<file path="src/sas_pkg.sv">
// Package for the serial audio port: register map, control fields, reset values.
// Assumes a 32-bit APB slave with word-aligned registers.
package sas_pkg;
  localparam logic [7:0]  SAS_OFF_CTRL_LO  = 8'h00;
  localparam logic [7:0]  SAS_OFF_CTRL_HI  = 8'h04;
  localparam logic [7:0]  SAS_OFF_WLEN     = 8'h08;
  localparam logic [7:0]  SAS_OFF_STATUS   = 8'h0C;
  localparam logic [7:0]  SAS_OFF_MASK     = 8'h10;
  localparam logic [7:0]  SAS_OFF_DATA     = 8'h14;
  localparam logic [15:0] SAS_CTRL_LO_RST  = 16'h0000;
  localparam logic [15:0] SAS_CTRL_HI_RST  = 16'h0000;
  localparam logic [15:0] SAS_MASK_RST     = 16'h0000;
  localparam logic [4:0]  SAS_WLEN_RST     = 5'h00;
  localparam logic [15:0] SAS_CTRL_LO_WMSK = 16'hBFFF;
  // Control low fields
  localparam int SAS_B_PORT_ON     = 15;
  localparam int SAS_B_IDLE_HALT   = 13;
  localparam int SAS_B_OUT_RELEASE = 12;
  localparam int SAS_B_WSEL_UPPER  = 11;
  localparam int SAS_B_WSEL_LOWER  = 10;
  localparam int SAS_B_SAMPLE_PH   = 9;
  localparam int SAS_B_SYNC_EDGE   = 8;
  localparam int SAS_B_SEL_USE     = 7;
  localparam int SAS_B_CLK_POL     = 6;
  localparam int SAS_B_CTRL_ROLE   = 5;
  localparam int SAS_B_REF_CLK     = 2;
  localparam int SAS_B_FIFO_ON     = 0;
  // Control high fields
  localparam int SAS_B_AUDIO_ON    = 15;
  localparam int SAS_B_FRAMED_ON   = 7;
  // Status fields
  localparam int SAS_S_RX_FULL     = 0;
  localparam int SAS_S_RX_EMPTY    = 1;
  localparam int SAS_S_RX_OVF      = 2;
  localparam int SAS_S_RX_WM       = 3;
  localparam int SAS_S_TX_FULL     = 4;
  localparam int SAS_S_TX_EMPTY    = 5;
  localparam int SAS_S_TX_UNDR     = 6;
  localparam int SAS_S_TX_WM       = 7;
  localparam int SAS_S_FRAME_ERR   = 8;
  localparam int SAS_S_ACTIVE      = 9;
  localparam int SAS_S_SR_EMPTY    = 10;
  localparam logic [7:0] SAS_BAUD_DIV_RST = 8'h04;
endpackage

</file>
<file path="src/sas_port.sv">
// Serial audio port top: APB register slave, word FIFOs, serial shifter.
// Assumes serial pins come from another clock domain; enable pin is synchronous.
//
// Function
// - Single buffer, or FIFO when scheme selected
// - Word length programmable from 2 to 32
// - Audio modes run continuous clock and data
// - Controller drives bit and channel clocks
// - Supports four, three and two pin wiring
// - Receive event from masked receive conditions
// - Transmit event from masked transmit conditions
// - General event from masked frame, busy, empty
// - Controller setup; data write starts transfer
// - Off bit resets, stops clocks, events
// - Idle halt bit stops port in idle
// - Release bit frees serial output pin
// - Non-audio word select 32, 16, 8
// - Audio word select data and channel sizes
// - Audio forces clock-edge bit to zero
// - Framed mode ignores select-pin use
// - Reference clock bit writable only when off
// - Role bit picks controller or target
// - Polarity bit sets clock idle level
// - Edge bit picks transmit launch edge
// - Controller sample phase; target samples middle
`timescale 1ns/1ns
module sas_port #(
  parameter int DEPTH = 8
) (
  input  wire logic        sys_clk,
  input  wire logic        reset_n,
  input  wire logic        clk_en,
  input  wire logic        cpu_idle,
  input  wire logic        psel,
  input  wire logic        penable,
  input  wire logic        pwrite,
  input  wire logic [7:0]  paddr,
  input  wire logic [31:0] pwdata,
  output logic [31:0]      prdata,
  output logic             pready,
  output logic             pslverr,
  input  wire logic        serial_in_pin,
  output logic             serial_out_pin_o,
  output logic             serial_out_pin_oe,
  input  wire logic        shift_clock_pin_i,
  output logic             shift_clock_pin_o,
  output logic             shift_clock_pin_oe,
  input  wire logic        select_or_sync_pin_i,
  output logic             select_or_sync_pin_o,
  output logic             select_or_sync_pin_oe,
  output logic             rx_event_flag,
  output logic             tx_event_flag,
  output logic             general_event_flag
);
  import sas_pkg::*;
  localparam int AW = $clog2(DEPTH);

  logic rst_s1_r, rst_s2_r;
  always_ff @(posedge sys_clk or negedge reset_n) begin
    if (!reset_n) begin
      rst_s1_r <= 1'b0;
      rst_s2_r <= 1'b0;
    end else begin
      rst_s1_r <= 1'b1;
      rst_s2_r <= rst_s1_r;
    end
  end
  wire rstn = rst_s2_r;

  // Pin synchronisers, two flops each
  logic [2:0] pin_s1_r, pin_s2_r;
  always_ff @(posedge sys_clk or negedge rstn) begin
    if (!rstn) begin
      pin_s1_r <= 3'h0;
      pin_s2_r <= 3'h0;
    end else if (clk_en) begin
      pin_s1_r <= {select_or_sync_pin_i, shift_clock_pin_i, serial_in_pin};
      pin_s2_r <= pin_s1_r;
    end
  end
  wire sdi_s = pin_s2_r[0];
  wire sck_s = pin_s2_r[1];
  wire ss_s  = pin_s2_r[2];

  logic [15:0] ctrl_lo_r, ctrl_hi_r, mask_r;
  logic [4:0]  wlen_r;
  wire port_on  = ctrl_lo_r[SAS_B_PORT_ON];
  wire audio_on = ctrl_hi_r[SAS_B_AUDIO_ON];
  wire framed   = ctrl_hi_r[SAS_B_FRAMED_ON] | audio_on;
  wire ctrl_rl  = ctrl_lo_r[SAS_B_CTRL_ROLE];
  wire cpol     = ctrl_lo_r[SAS_B_CLK_POL];
  wire cke      = ctrl_lo_r[SAS_B_SYNC_EDGE] & ~audio_on;
  wire smp_end  = ctrl_lo_r[SAS_B_SAMPLE_PH] & ctrl_rl & ~audio_on;
  wire sel_use  = ctrl_lo_r[SAS_B_SEL_USE] & ~framed;
  wire fifo_on  = ctrl_lo_r[SAS_B_FIFO_ON];
  wire run      = port_on & ~(cpu_idle & ctrl_lo_r[SAS_B_IDLE_HALT]);

  // Word length, 6-bit bit count
  logic [5:0] wbits;
  always_comb begin
    if (!audio_on && wlen_r != 5'h00)
      wbits = {1'b0, wlen_r} + 6'd1;
    else if (!audio_on)
      wbits = ctrl_lo_r[SAS_B_WSEL_UPPER] ? 6'd32 :
              (ctrl_lo_r[SAS_B_WSEL_LOWER] ? 6'd16 : 6'd8);
    else
      unique case (ctrl_lo_r[SAS_B_WSEL_UPPER:SAS_B_WSEL_LOWER])
        2'b11: wbits = 6'd24;
        2'b10: wbits = 6'd32;
        default: wbits = 6'd16;
      endcase
  end
  // Channel slot length in audio mode
  wire [5:0] slot_bits = (audio_on && ctrl_lo_r[SAS_B_WSEL_UPPER:SAS_B_WSEL_LOWER] != 2'b00)
                         ? 6'd32 : wbits;
  wire [5:0] cap = fifo_on ? DEPTH[5:0] : 6'd1;

  // APB decode
  wire acc  = psel & penable;
  wire wr   = acc & pwrite;
  wire rd   = acc & ~pwrite;
  wire hit  = (paddr <= SAS_OFF_DATA) && (paddr[1:0] == 2'b00);
  wire wr_data = wr & (paddr == SAS_OFF_DATA) & port_on;
  wire rd_data = rd & (paddr == SAS_OFF_DATA);

  // FIFOs in flops
  logic [31:0] txm_r [DEPTH];
  logic [31:0] rxm_r [DEPTH];
  logic [AW:0] tx_cnt_r, rx_cnt_r;
  logic [AW-1:0] tx_wp_r, tx_rp_r, rx_wp_r, rx_rp_r;
  logic tx_pop, rx_push;
  logic [31:0] rx_word;
  wire tx_full  = {{(5-AW){1'b0}}, tx_cnt_r} >= cap[AW:0] ? 1'b1 : 1'b0;
  wire rx_full  = ({1'b0, rx_cnt_r} >= cap[AW+1:0]);
  wire tx_empty = (tx_cnt_r == '0);
  wire rx_empty = (rx_cnt_r == '0);
  wire tx_push  = wr_data & ~tx_full;
  wire rx_pop   = rd_data & ~rx_empty;
  wire rx_ovf_ev = rx_push & rx_full & ~rx_pop;

  always_ff @(posedge sys_clk) begin
    if (clk_en && tx_push)
      txm_r[tx_wp_r] <= pwdata;
    if (clk_en && rx_push && !(rx_full && !rx_pop))
      rxm_r[rx_wp_r] <= rx_word;
  end

  always_ff @(posedge sys_clk or negedge rstn) begin
    if (!rstn) begin
      tx_cnt_r <= '0;
      rx_cnt_r <= '0;
      tx_wp_r  <= '0;
      tx_rp_r  <= '0;
      rx_wp_r  <= '0;
      rx_rp_r  <= '0;
    end else if (clk_en) begin
      if (!port_on) begin
        tx_cnt_r <= '0;
        rx_cnt_r <= '0;
        tx_wp_r  <= '0;
        tx_rp_r  <= '0;
        rx_wp_r  <= '0;
        rx_rp_r  <= '0;
      end else begin
        // Occupancy moves in the cycle of push or pop
        tx_cnt_r <= tx_cnt_r + (AW+1)'(tx_push) - (AW+1)'(tx_pop);
        rx_cnt_r <= rx_cnt_r + (AW+1)'(rx_push & ~rx_ovf_ev) - (AW+1)'(rx_pop);
        if (tx_push) tx_wp_r <= (tx_wp_r == AW'(DEPTH-1)) ? '0 : tx_wp_r + 1'b1;
        if (tx_pop)  tx_rp_r <= (tx_rp_r == AW'(DEPTH-1)) ? '0 : tx_rp_r + 1'b1;
        if (rx_push && !rx_ovf_ev)
          rx_wp_r <= (rx_wp_r == AW'(DEPTH-1)) ? '0 : rx_wp_r + 1'b1;
        if (rx_pop)  rx_rp_r <= (rx_rp_r == AW'(DEPTH-1)) ? '0 : rx_rp_r + 1'b1;
      end
    end
  end

  // Controller bit clock generator
  logic [7:0] baud_cnt_r;
  logic sck_int_r;
  wire baud_tick = (baud_cnt_r == SAS_BAUD_DIV_RST);
  always_ff @(posedge sys_clk or negedge rstn) begin
    if (!rstn) begin
      baud_cnt_r <= 8'h00;
    end else if (clk_en) begin
      baud_cnt_r <= (!run || baud_tick) ? 8'h00 : baud_cnt_r + 8'h01;
    end
  end

  // Active-level view of the clock; edges in either role
  logic sck_prev_r;
  wire sck_act  = ctrl_rl ? sck_int_r : (sck_s ^ cpol);
  wire lead_ev  = ctrl_rl ? (baud_tick & ~sck_int_r) : (sck_act & ~sck_prev_r);
  wire trail_ev = ctrl_rl ? (baud_tick & sck_int_r)  : (~sck_act & sck_prev_r);
  wire launch_ev = cke ? trail_ev : lead_ev;
  wire sample_ev = cke ? lead_ev : trail_ev;
  wire sel_ok    = !sel_use || !ss_s || ctrl_rl;

  typedef enum logic [1:0] {
    SAS_IDLE  = 2'b00,
    SAS_SHIFT = 2'b01,
    SAS_ERR   = 2'b10
  } sas_state_e;
  sas_state_e st_r;
  logic [31:0] tsr_r, rsr_r;
  logic [5:0]  bit_r;
  logic        lr_r, smp_pend_r, frm_err_r, tx_undr_r, rx_ovf_r;
  wire active = (st_r == SAS_SHIFT);
  wire start  = run && (st_r == SAS_IDLE) && sel_ok && (!tx_empty || audio_on);
  assign tx_pop  = start & ~tx_empty;
  // The last bit is shifted in at the same edge as the push, so push it alongside
  wire word_done = active && sample_ev && (bit_r == slot_bits - 6'd1) && !smp_end
                   || active && smp_pend_r && launch_ev && (bit_r == slot_bits - 6'd1);
  assign rx_push = word_done;
  assign rx_word = {rsr_r[30:0], sdi_s};

  always_ff @(posedge sys_clk or negedge rstn) begin
    if (!rstn) begin
      sck_int_r <= 1'b0;
      sck_prev_r <= 1'b0;
    end else if (clk_en) begin
      sck_prev_r <= sck_act;
      if (!run || (st_r != SAS_SHIFT && !audio_on))
        sck_int_r <= 1'b0;
      else if (baud_tick)
        sck_int_r <= ~sck_int_r;
    end
  end

  always_ff @(posedge sys_clk or negedge rstn) begin
    if (!rstn) begin
      st_r <= SAS_IDLE;
      tsr_r <= 32'h0000_0000;
      rsr_r <= 32'h0000_0000;
      bit_r <= 6'h00;
      lr_r <= 1'b0;
      smp_pend_r <= 1'b0;
      tx_undr_r <= 1'b0;
    end else if (clk_en) begin
      if (!port_on) begin
        st_r <= SAS_IDLE;
        bit_r <= 6'h00;
        lr_r <= 1'b0;
        smp_pend_r <= 1'b0;
        tx_undr_r <= 1'b0;
      end else begin
        unique case (st_r)
          SAS_IDLE: if (start) begin
            st_r <= SAS_SHIFT;
            bit_r <= 6'h00;
            // Short words must not carry bits of the previous word
            rsr_r <= 32'h0000_0000;
            // Audio with an empty buffer repeats zeros and flags underrun
            tsr_r <= tx_empty ? 32'h0000_0000 : txm_r[tx_rp_r] << (6'd32 - wbits);
            if (tx_empty) tx_undr_r <= 1'b1;
          end
          SAS_SHIFT: begin
            if (launch_ev && bit_r != 6'h00)
              tsr_r <= {tsr_r[30:0], 1'b0};
            if (sample_ev && smp_end)
              smp_pend_r <= 1'b1;
            else if (sample_ev) begin
              rsr_r <= {rsr_r[30:0], sdi_s};
              bit_r <= bit_r + 6'd1;
            end
            if (smp_pend_r && launch_ev) begin
              rsr_r <= {rsr_r[30:0], sdi_s};
              bit_r <= bit_r + 6'd1;
              smp_pend_r <= 1'b0;
            end
            if (word_done) begin
              st_r <= SAS_IDLE;
              lr_r <= ~lr_r;
            end
            if (!ctrl_rl && sel_use && ss_s)
              st_r <= SAS_ERR;
          end
          SAS_ERR: st_r <= SAS_IDLE;
          default: st_r <= SAS_IDLE;
        endcase
      end
    end
  end

  // Sticky error flags; hardware set wins over software clear
  always_ff @(posedge sys_clk or negedge rstn) begin
    if (!rstn) begin
      rx_ovf_r <= 1'b0;
      frm_err_r <= 1'b0;
    end else if (clk_en) begin
      if (rx_ovf_ev)
        rx_ovf_r <= 1'b1;
      else if (wr && paddr == SAS_OFF_STATUS && pwdata[SAS_S_RX_OVF])
        rx_ovf_r <= 1'b0;
      if (st_r == SAS_ERR)
        frm_err_r <= 1'b1;
      else if (wr && paddr == SAS_OFF_STATUS && pwdata[SAS_S_FRAME_ERR])
        frm_err_r <= 1'b0;
    end
  end

  logic [15:0] stat;
  always_comb begin
    stat = 16'h0000;
    stat[SAS_S_RX_FULL]   = rx_full;
    stat[SAS_S_RX_EMPTY]  = rx_empty;
    stat[SAS_S_RX_OVF]    = rx_ovf_r;
    stat[SAS_S_RX_WM]     = ({1'b0, rx_cnt_r} >= (cap[AW+1:0] >> 1));
    stat[SAS_S_TX_FULL]   = tx_full;
    stat[SAS_S_TX_EMPTY]  = tx_empty;
    stat[SAS_S_TX_UNDR]   = tx_undr_r;
    stat[SAS_S_TX_WM]     = ({1'b0, tx_cnt_r} <= (cap[AW+1:0] >> 1));
    stat[SAS_S_FRAME_ERR] = frm_err_r;
    stat[SAS_S_ACTIVE]    = active;
    stat[SAS_S_SR_EMPTY]  = ~active & tx_empty;
  end
  wire [15:0] ev = stat & mask_r & {16{port_on}};

  // Register writes
  always_ff @(posedge sys_clk or negedge rstn) begin
    if (!rstn) begin
      ctrl_lo_r <= SAS_CTRL_LO_RST;
      ctrl_hi_r <= SAS_CTRL_HI_RST;
      mask_r    <= SAS_MASK_RST;
      wlen_r    <= SAS_WLEN_RST;
    end else if (clk_en && wr) begin
      unique case (paddr)
        SAS_OFF_CTRL_LO: begin
          ctrl_lo_r <= pwdata[15:0] & SAS_CTRL_LO_WMSK;
          if (port_on)
            ctrl_lo_r[SAS_B_REF_CLK] <= ctrl_lo_r[SAS_B_REF_CLK];
        end
        SAS_OFF_CTRL_HI: ctrl_hi_r <= pwdata[15:0];
        SAS_OFF_WLEN:    wlen_r <= pwdata[4:0];
        SAS_OFF_MASK:    mask_r <= pwdata[15:0];
        default: ;
      endcase
    end
  end

  always_ff @(posedge sys_clk or negedge rstn) begin
    if (!rstn) begin
      prdata <= 32'h0000_0000;
      pready <= 1'b0;
      pslverr <= 1'b0;
    end else if (clk_en) begin
      pready <= psel & ~penable;
      pslverr <= psel & ~penable & ~hit;
      unique case (paddr)
        SAS_OFF_CTRL_LO: prdata <= {16'h0000, ctrl_lo_r};
        SAS_OFF_CTRL_HI: prdata <= {16'h0000, ctrl_hi_r};
        SAS_OFF_WLEN:    prdata <= {27'h0000000, wlen_r};
        SAS_OFF_STATUS:  prdata <= {16'h0000, stat};
        SAS_OFF_MASK:    prdata <= {16'h0000, mask_r};
        SAS_OFF_DATA:    prdata <= rxm_r[rx_rp_r];
        default:         prdata <= 32'h0000_0000;
      endcase
    end
  end

  // Pin drivers, flopped
  always_ff @(posedge sys_clk or negedge rstn) begin
    if (!rstn) begin
      serial_out_pin_o <= 1'b0;
      serial_out_pin_oe <= 1'b0;
      shift_clock_pin_o <= 1'b0;
      shift_clock_pin_oe <= 1'b0;
      select_or_sync_pin_o <= 1'b0;
      select_or_sync_pin_oe <= 1'b0;
      rx_event_flag <= 1'b0;
      tx_event_flag <= 1'b0;
      general_event_flag <= 1'b0;
    end else if (clk_en) begin
      serial_out_pin_o  <= tsr_r[31];
      serial_out_pin_oe <= port_on & ~ctrl_lo_r[SAS_B_OUT_RELEASE];
      shift_clock_pin_o  <= sck_int_r ^ cpol;
      shift_clock_pin_oe <= port_on & ctrl_rl;
      // Controller drives select low while busy, or channel clock in audio
      select_or_sync_pin_o  <= audio_on ? lr_r : ~active;
      select_or_sync_pin_oe <= port_on & ctrl_rl & (framed | ctrl_hi_r[4]);
      rx_event_flag <= |ev[SAS_S_RX_WM:SAS_S_RX_FULL];
      tx_event_flag <= |ev[SAS_S_TX_WM:SAS_S_TX_FULL];
      general_event_flag <= |ev[SAS_S_SR_EMPTY:SAS_S_FRAME_ERR];
    end
  end

endmodule

</file>
<file path="config.mk">
export PLATFORM = sky130hd
export DESIGN_NAME = sas_port
export DESIGN_NICKNAME = d
export VERILOG_FILES = /design/src/sas_pkg.sv /design/src/sas_port.sv
export SDC_FILE = /design/constraint.sdc
export NUM_CORES = 1
export LEC_CHECK = 0
export BUFFER_PORTS_ARGS = -buffer_cell sky130_fd_sc_hd__buf_4
export CORE_ASPECT_RATIO = 2
export CORE_UTILIZATION = 40
export CTS_BUF_LIST = sky130_fd_sc_hd__clkbuf_8
export DETAILED_ROUTE_END_ITERATION = 16
export HOLD_SLACK_MARGIN = 0.12
export PLACE_DENSITY = 0.55
export SYNTH_ARGS = -nofsm -noshare
export SYNTH_HDL_FRONTEND = slang
export SYNTH_SLANG_ARGS = --single-unit
</file>
<file path="constraint.sdc">
create_clock -name sys_clk -period 11.5 [get_ports sys_clk]
set_input_delay 1.725 -clock sys_clk [delete_from_list [all_inputs] [get_ports sys_clk]]
set_output_delay 1.725 -clock sys_clk [all_outputs]
set_load 0.02 [all_outputs]
</file>
# After elaboration in Yosys (flattened, before gate mapping)
# Memories as Yosys holds them, arrays and structs flattened.
# Cells that the tools add are included.
[totals]
ramBits = 512
mem_count = 2
in_bits = 50
reg_bits = 209
elab_cells = 295
[memory_table]
columns = ["memory", "depth", "width", "read_ports", "rd_clocked_by_memory_dff", "write_ports", "line", "rtl"]
rows = [
  ["rxm_r", 8, 32, 1, 0, 1, "sas_port.sv:128", "logic [31:0] rxm_r [DEPTH];"],
  ["txm_r", 8, 32, 1, 0, 1, "sas_port.sv:127", "logic [31:0] txm_r [DEPTH];"],
]
[op_classes]
shifts = 1
muxes = 71
n_eq_ne = 35
magnitude_cmp = 5
reduce_logical = 77
n_addsub = 13
bitwise = 52
[op_table]
columns = ["operator", "count"]
rows = [
  ["32-bit case mux with 6 select lines", 1],
  ["31-bit 2-to-1 mux", 4],
  ["32-bit 2-to-1 mux", 3],
  ["32-bit case mux with 2 select lines", 1],
  ["31-bit case mux with 2 select lines", 1],
  ["6-bit 2-to-1 mux", 9],
  ["3-bit 2-to-1 mux", 12],
  ["32-bit by 6-bit left shift with 32-bit output", 1],
  ["1-bit 2-to-1 mux", 28],
  ["1-bit AND", 27],
  ["1-bit logical AND", 27],
  ["6-bit case mux with 2 select lines", 2],
  ["11-bit AND", 2],
  ["2-bit by 1-bit != test with 1-bit output, second input constant", 11],
  ["2-bit AND reduction", 11],
  ["1-bit NOT", 17],
  ["8-bit by 3-bit == test with 1-bit output, second input constant", 2],
  ["8-bit by 4-bit == test with 1-bit output, second input constant", 2],
  ["8-bit by 5-bit == test with 1-bit output, second input constant", 2],
  ["3-bit by 1-bit adder with 3-bit output, second input constant", 4],
  ["3-bit == test, second input constant", 4],
  ["4-bit 2-to-1 mux", 3],
  ["4-bit by 3-bit != test with 1-bit output, second input constant", 3],
  ["3-bit AND reduction", 4],
  ["other kinds (40)", 73],
]

# Logic depth before layout (Yosys ltp)
[depth]
word_depth = 17
mapped_depth = 18
ltp_nobuf = 16

# Least setup slack after synthesis
# No wires, ideal clock.
[synth_path]
path_type = "input to register"
startpoint = "input paddr[3]"
endpoint = "memory rxm_r[0][0], enable pin"
t_arrival_ns = 6.319
setup_time_ns = 0.501
path_stages = 7
path_slack_ns = 4.679
required_time_ns = 10.999
path_cell_list = "clkbuf_1 -> nor2b_1 -> nand4_1 -> or4_1 -> nand2_1 -> nand3_4 -> nor4_1"
[synth_via]
elab_chain_len = 9
[synth_lines]
columns = ["item", "line", "rtl"]
rows = [
  ["start: declaration", "sas_port.sv:37", "input wire logic [7:0] paddr,"],
  ["8-bit by 5-bit == test with 1-bit output", "sas_port.sv:124", "wire rd_data = rd & (paddr == SAS_OFF_DATA);"],
  ["1-bit AND", "sas_port.sv:124", ""],
  ["1-bit AND", "sas_port.sv:138", "wire rx_pop = rd_data & ~rx_empty;"],
  ["1-bit zero test", "sas_port.sv:144", "if (clk_en && rx_push && !(rx_full && !rx_pop))"],
  ["1-bit logical AND", "sas_port.sv:144", ""],
  ["1-bit zero test", "sas_port.sv:144", ""],
  ["1-bit logical AND", "sas_port.sv:144", ""],
  ["1-bit 2-to-1 mux", "sas_port.sv:144", ""],
  ["1-bit 2-to-1 mux (not written as such)", "sas_port.sv:145", "rxm_r[rx_wp_r] <= rx_word;"],
  ["end: declaration", "sas_port.sv:128", ""],
]
# Every way passes these cells.

# Worst setup path in the final report
[layout_path]
startpoint = "register wlen_r[0]"
endpoint = "register tsr_r[28]"
[layout_via]
elab_chain_len = 8
elab_cells_between_ends = 9
cone_classes = "add/sub: 2; shift: 1; mux: 4; reduce/logical: 2"
[layout_lines]
columns = ["item", "line", "rtl"]
rows = [
  ["start: declaration", "sas_port.sv:86", "logic [4:0] wlen_r;"],
  ["start signal: assignment", "sas_port.sv:333", "SAS_OFF_WLEN: wlen_r <= pwdata[4:0];"],
  ["branches (longest 2 deep; another with 5-bit by 1-bit adder with 6-bit output)", "-", ""],
  ["6-bit 2-to-1 mux *", "sas_port.sv:101", "if (!audio_on && wlen_r != 5'h00)"],
  ["6-bit subtractor *", "sas_port.sv:253", "tsr_r <= tx_empty ? 32'h0000_0000 : txm_r[tx_rp_r] << (6'd32 - wbits);"],
  ["32-bit by 6-bit left shift with 32-bit output *", "sas_port.sv:253", ""],
  ["32-bit 2-to-1 mux *", "sas_port.sv:253", ""],
  ["32-bit 2-to-1 mux *", "sas_port.sv:247", "SAS_IDLE: if (start) begin"],
  ["32-bit case mux with 2 select lines *", "sas_port.sv:246", "unique case (st_r)"],
  ["end signal: assignment", "sas_port.sv:253", ""],
  ["end signal: assignment", "sas_port.sv:258", "tsr_r <= {tsr_r[30:0], 1'b0};"],
  ["end: declaration", "sas_port.sv:204", "logic [31:0] tsr_r, rsr_r;"],
]
# Mark *: on every way between the ends. The select of a mux whose other input is x is not followed.
# A chain may end at the register's enable or synchronous reset.

==> flow_metrics.tcl <==
set metrics [dict create \
    outcome "finished, final reports clean" \
    num_vias 18400 \
    viasPerCell 5.62 \
    die_area_um2 79500 \
    intPower_mw 3.81 \
    hold_viol 0 \
    wl_per_cell_um 25.6 \
    dpl.hpwl_mm 54.0 \
    hp-class "reg2async" \
    syn_nets 2136 \
    clk_path_buf_depth 3 \
    p_clk_share_pct 40.8 \
    rows 144 \
    synthArstFlopShare_pct 29.0 \
    yosys.cell_count.top_type "edfxtp_1" \
    fin_crit_sh_pct 44.0 \
    ir_worst_vdd_mv 0.0833 \
    die_w_um 200 \
    n_fill_cell 6800 \
    maxSlewHeadroom_pct 31.7 \
    utilization_pct 45.6 \
    gr-usage-all-layers_pct 21.7 \
    synth_ff_type "edfxtp_1" \
    setup_viol 0 \
    boundaryPins 93 \
    numCtsBuffers 100 \
    ys_ff_latch 721 \
    period_needed_ns 5.06 \
    clkLatencyLatePin_ns 0.77 \
    final_layout_size_suffix_gt1_share_pct 24.2 \
    p_switching_mw 1.11 \
    ctsResizeCount 0 \
    core_um2 77300 \
    post_cts_buffers 0 \
    switching_share_pct 22.5 \
    h-tree-depth 3 \
    grt_first_pass_wirelength_mm 125 \
    area_growth_pct 12.5 \
    place_area_um2 33200 \
    tns_ns 0 \
    syn_avg_cell_area_um2 15.2 \
    overflow 0 \
    synth.distinct_cells 90 \
    drc 0 \
    cp_data_arrival_time_ns 5.73 \
    p_per_area_nw_per_um2 140 \
    max_slew.worst_pin.slew_ns 1.03 \
    grt_max_degree 74 \
    drv_slew 0 \
    hold_buffers 0 \
    clock_sinks 721 \
    synth_common_cells "512 x edfxtp_1, 209 x dfrtp_1, 157 x nand2_1" \
    rsz0062_at_grt "no" \
    drt-total-wl_mm 83.7 \
    clk_pin_slew_worst_paths_ns 0.07 \
    path_max_fanout 36 \
    gp_congestion 0.910 \
    grt_pass1_vias 19500 \
    drt_pass1_iterations 5 \
    netlist_area_um2 31300 \
    fin_worst_skew_ns 0.0305 \
    p_leak_nw 12.9 \
    synth-edff-count 512 \
    yosysTopAreaCell "edfxtp_1" \
    cts_root_buffer "clkbuf_8" \
    placed_cells 3089 \
    crit_type "reg2reg" \
    yosysTopAreaCellShare_pct 49.1 \
    whs_ns 0.251 \
    yosys_warnings 0 \
    end_kind "register" \
    power_frac_seq_pct 56.8 \
    synth_area_leaders "edfxtp_1 49%, dfrtp_1 17%, mux4_2 9.0%" \
    first_iter_violations 1200 \
    seq_area_frac_synth_pct 65.8 \
    timing.fmax_ghz 0.198 \
    drv_cap 0 \
    critPathLaunchType "register" \
    instances_no_fill 3276 \
    combPwrFrac_pct 2.4 \
    portBuffers 92 \
    start_util_pct 40.5 \
    final_nets 2251 \
    worstPathRequired_ns 12.18 \
    postSynthCellCount 2054 \
    dieHeight_um 398 \
    cts_tree "built" \
    antenna_found_initial 3 \
    final_cell_area_um2 35200 \
    final_antenna_net_count 0 \
]
==> area by class of cell <==
class / instances / area (um2) / share of cell area, %
antenna: 1 / 2.50 / 0.00710
clock buffer: 112 / 1540 / 4.38
clock inverter: 74 / 458 / 1.30
inverter: 35 / 131 / 0.373
multi-input combinational: 1176 / 10200 / 28.9
sequential: 721 / 20600 / 58.5
tap: 1022 / 1280 / 3.63
timing repair buffer: 135 / 1010 / 2.88
==> state kept, by name, summed over array words and instances, names as in the netlist, 8 cells and up <==
register and count:
rxm_r 256, txm_r 256, prdata 32, tsr_r 32
rsr_r 31, ctrl_hi_r 16, mask_r 16, ctrl_lo_r 15
baud_cnt_r 8
==> power groups by stage <==
| stage | clock network [mW] | registers (mW) | logic, mW |
|---|---|---|---|
| after CTS | 2.07 | 2.80 | 0.122 |
| after detailed placement | 0 | 2.85 | 0.122 |
| after floorplan | 0 | 2.86 | 0.0457 |
| after global placement | 0 | 2.85 | 0.118 |
| after global routing | 2.17 | 2.80 | 0.131 |
| final | 2.01 | 2.80 | 0.120 |
==> per-stage QoR <==
| stage | worst slack (ns) | power, mW |
|---|---|---|
| global placement | 6.64 | 2.97 |
| detailed placement | 6.54 | 2.97 |
| global route | 6.02 | 5.09 |
| CTS | 6.51 | 4.99 |
| floorplan | 4.68 | 2.90 |
| finish | 6.44 | 4.92 |
==> logic make-up (layout without fill, tap and decap cells) <==
logic type | Yosys count | in the layout | share of synthesized area [%]
DFF | 721 | 721 | 65.8
muxes | 329 | 329 | 15.9
other | 1 | 2 | 0.0120
and+or+nand+nor | 431 | 431 | 6.49
adders and majority gates | 32 | 32 | 1.33
AOI/OAI and AO/OA | 359 | 359 | 7.54
buffers and inverters | 157 | 356 | 2.12
xor gates and xnor gates | 24 | 24 | 0.791
==> placed cells by master, fill, tap and decap left out, types with 17 or more instances in the layout <==
cell type,instances
edfxtp_1,512
dfrtp_1,202
nand2_1,157
buf_4,135
mux4_2,125
nor2_1,117
clkbuf_8,112
mux2i_1,111
mux2_2,91
a21oi_1,89
o21ai_0,77
inv_1,62
nand3_1,39
ha_1,30
o2bb2ai_1,22
a211oi_1,18
clkinv_1,18
o21ai_1,18
clkinv_2,17
==> critical path: stages (launching register included) <==
cell,delay (ns)
dfrtp_1,0.48
inv_1,0.10
ha_1,0.24
nor4b_4,0.16
nor3_4,0.77
inv_2,0.54
ha_1,0.45
buf_4,0.39
inv_1,0.48
o21ai_1,0.21
a2bb2oi_1,0.44
a21oi_1,0.16
or3_1,0.32
a31oi_1,0.18
==> final timing paths <==
path | start | to | slack, ns | depth (start not counted)
setup / recovery | wlen_r[0] | tsr_r[28] | 6.44 | 13
hold reg to reg | rst_s2_r | prdata[31] | 0.25 | 0
setup reg to reg | wlen_r[0] | tsr_r[28] | 6.44 | 13
hold / removal | rst_s2_r | prdata[31] | 0.25 | 0
min in group sys_clk | rst_s1_r | rst_s2_r | 0.36 | 0
max in group asynchronous | rst_s2_r | tx_rp_r[1] | 9.02 | 2
==> per-layer routing <==
layer	vias up	GRT usage (%)	wire length [um]
met4	4	11.2	3910
met3	176	3.52	3880
li1	8193	-	-
met1	9528	23.6	30300
met5	-	0	26
met2	502	39.8	45600
Power figures use the tool's default switching activity.
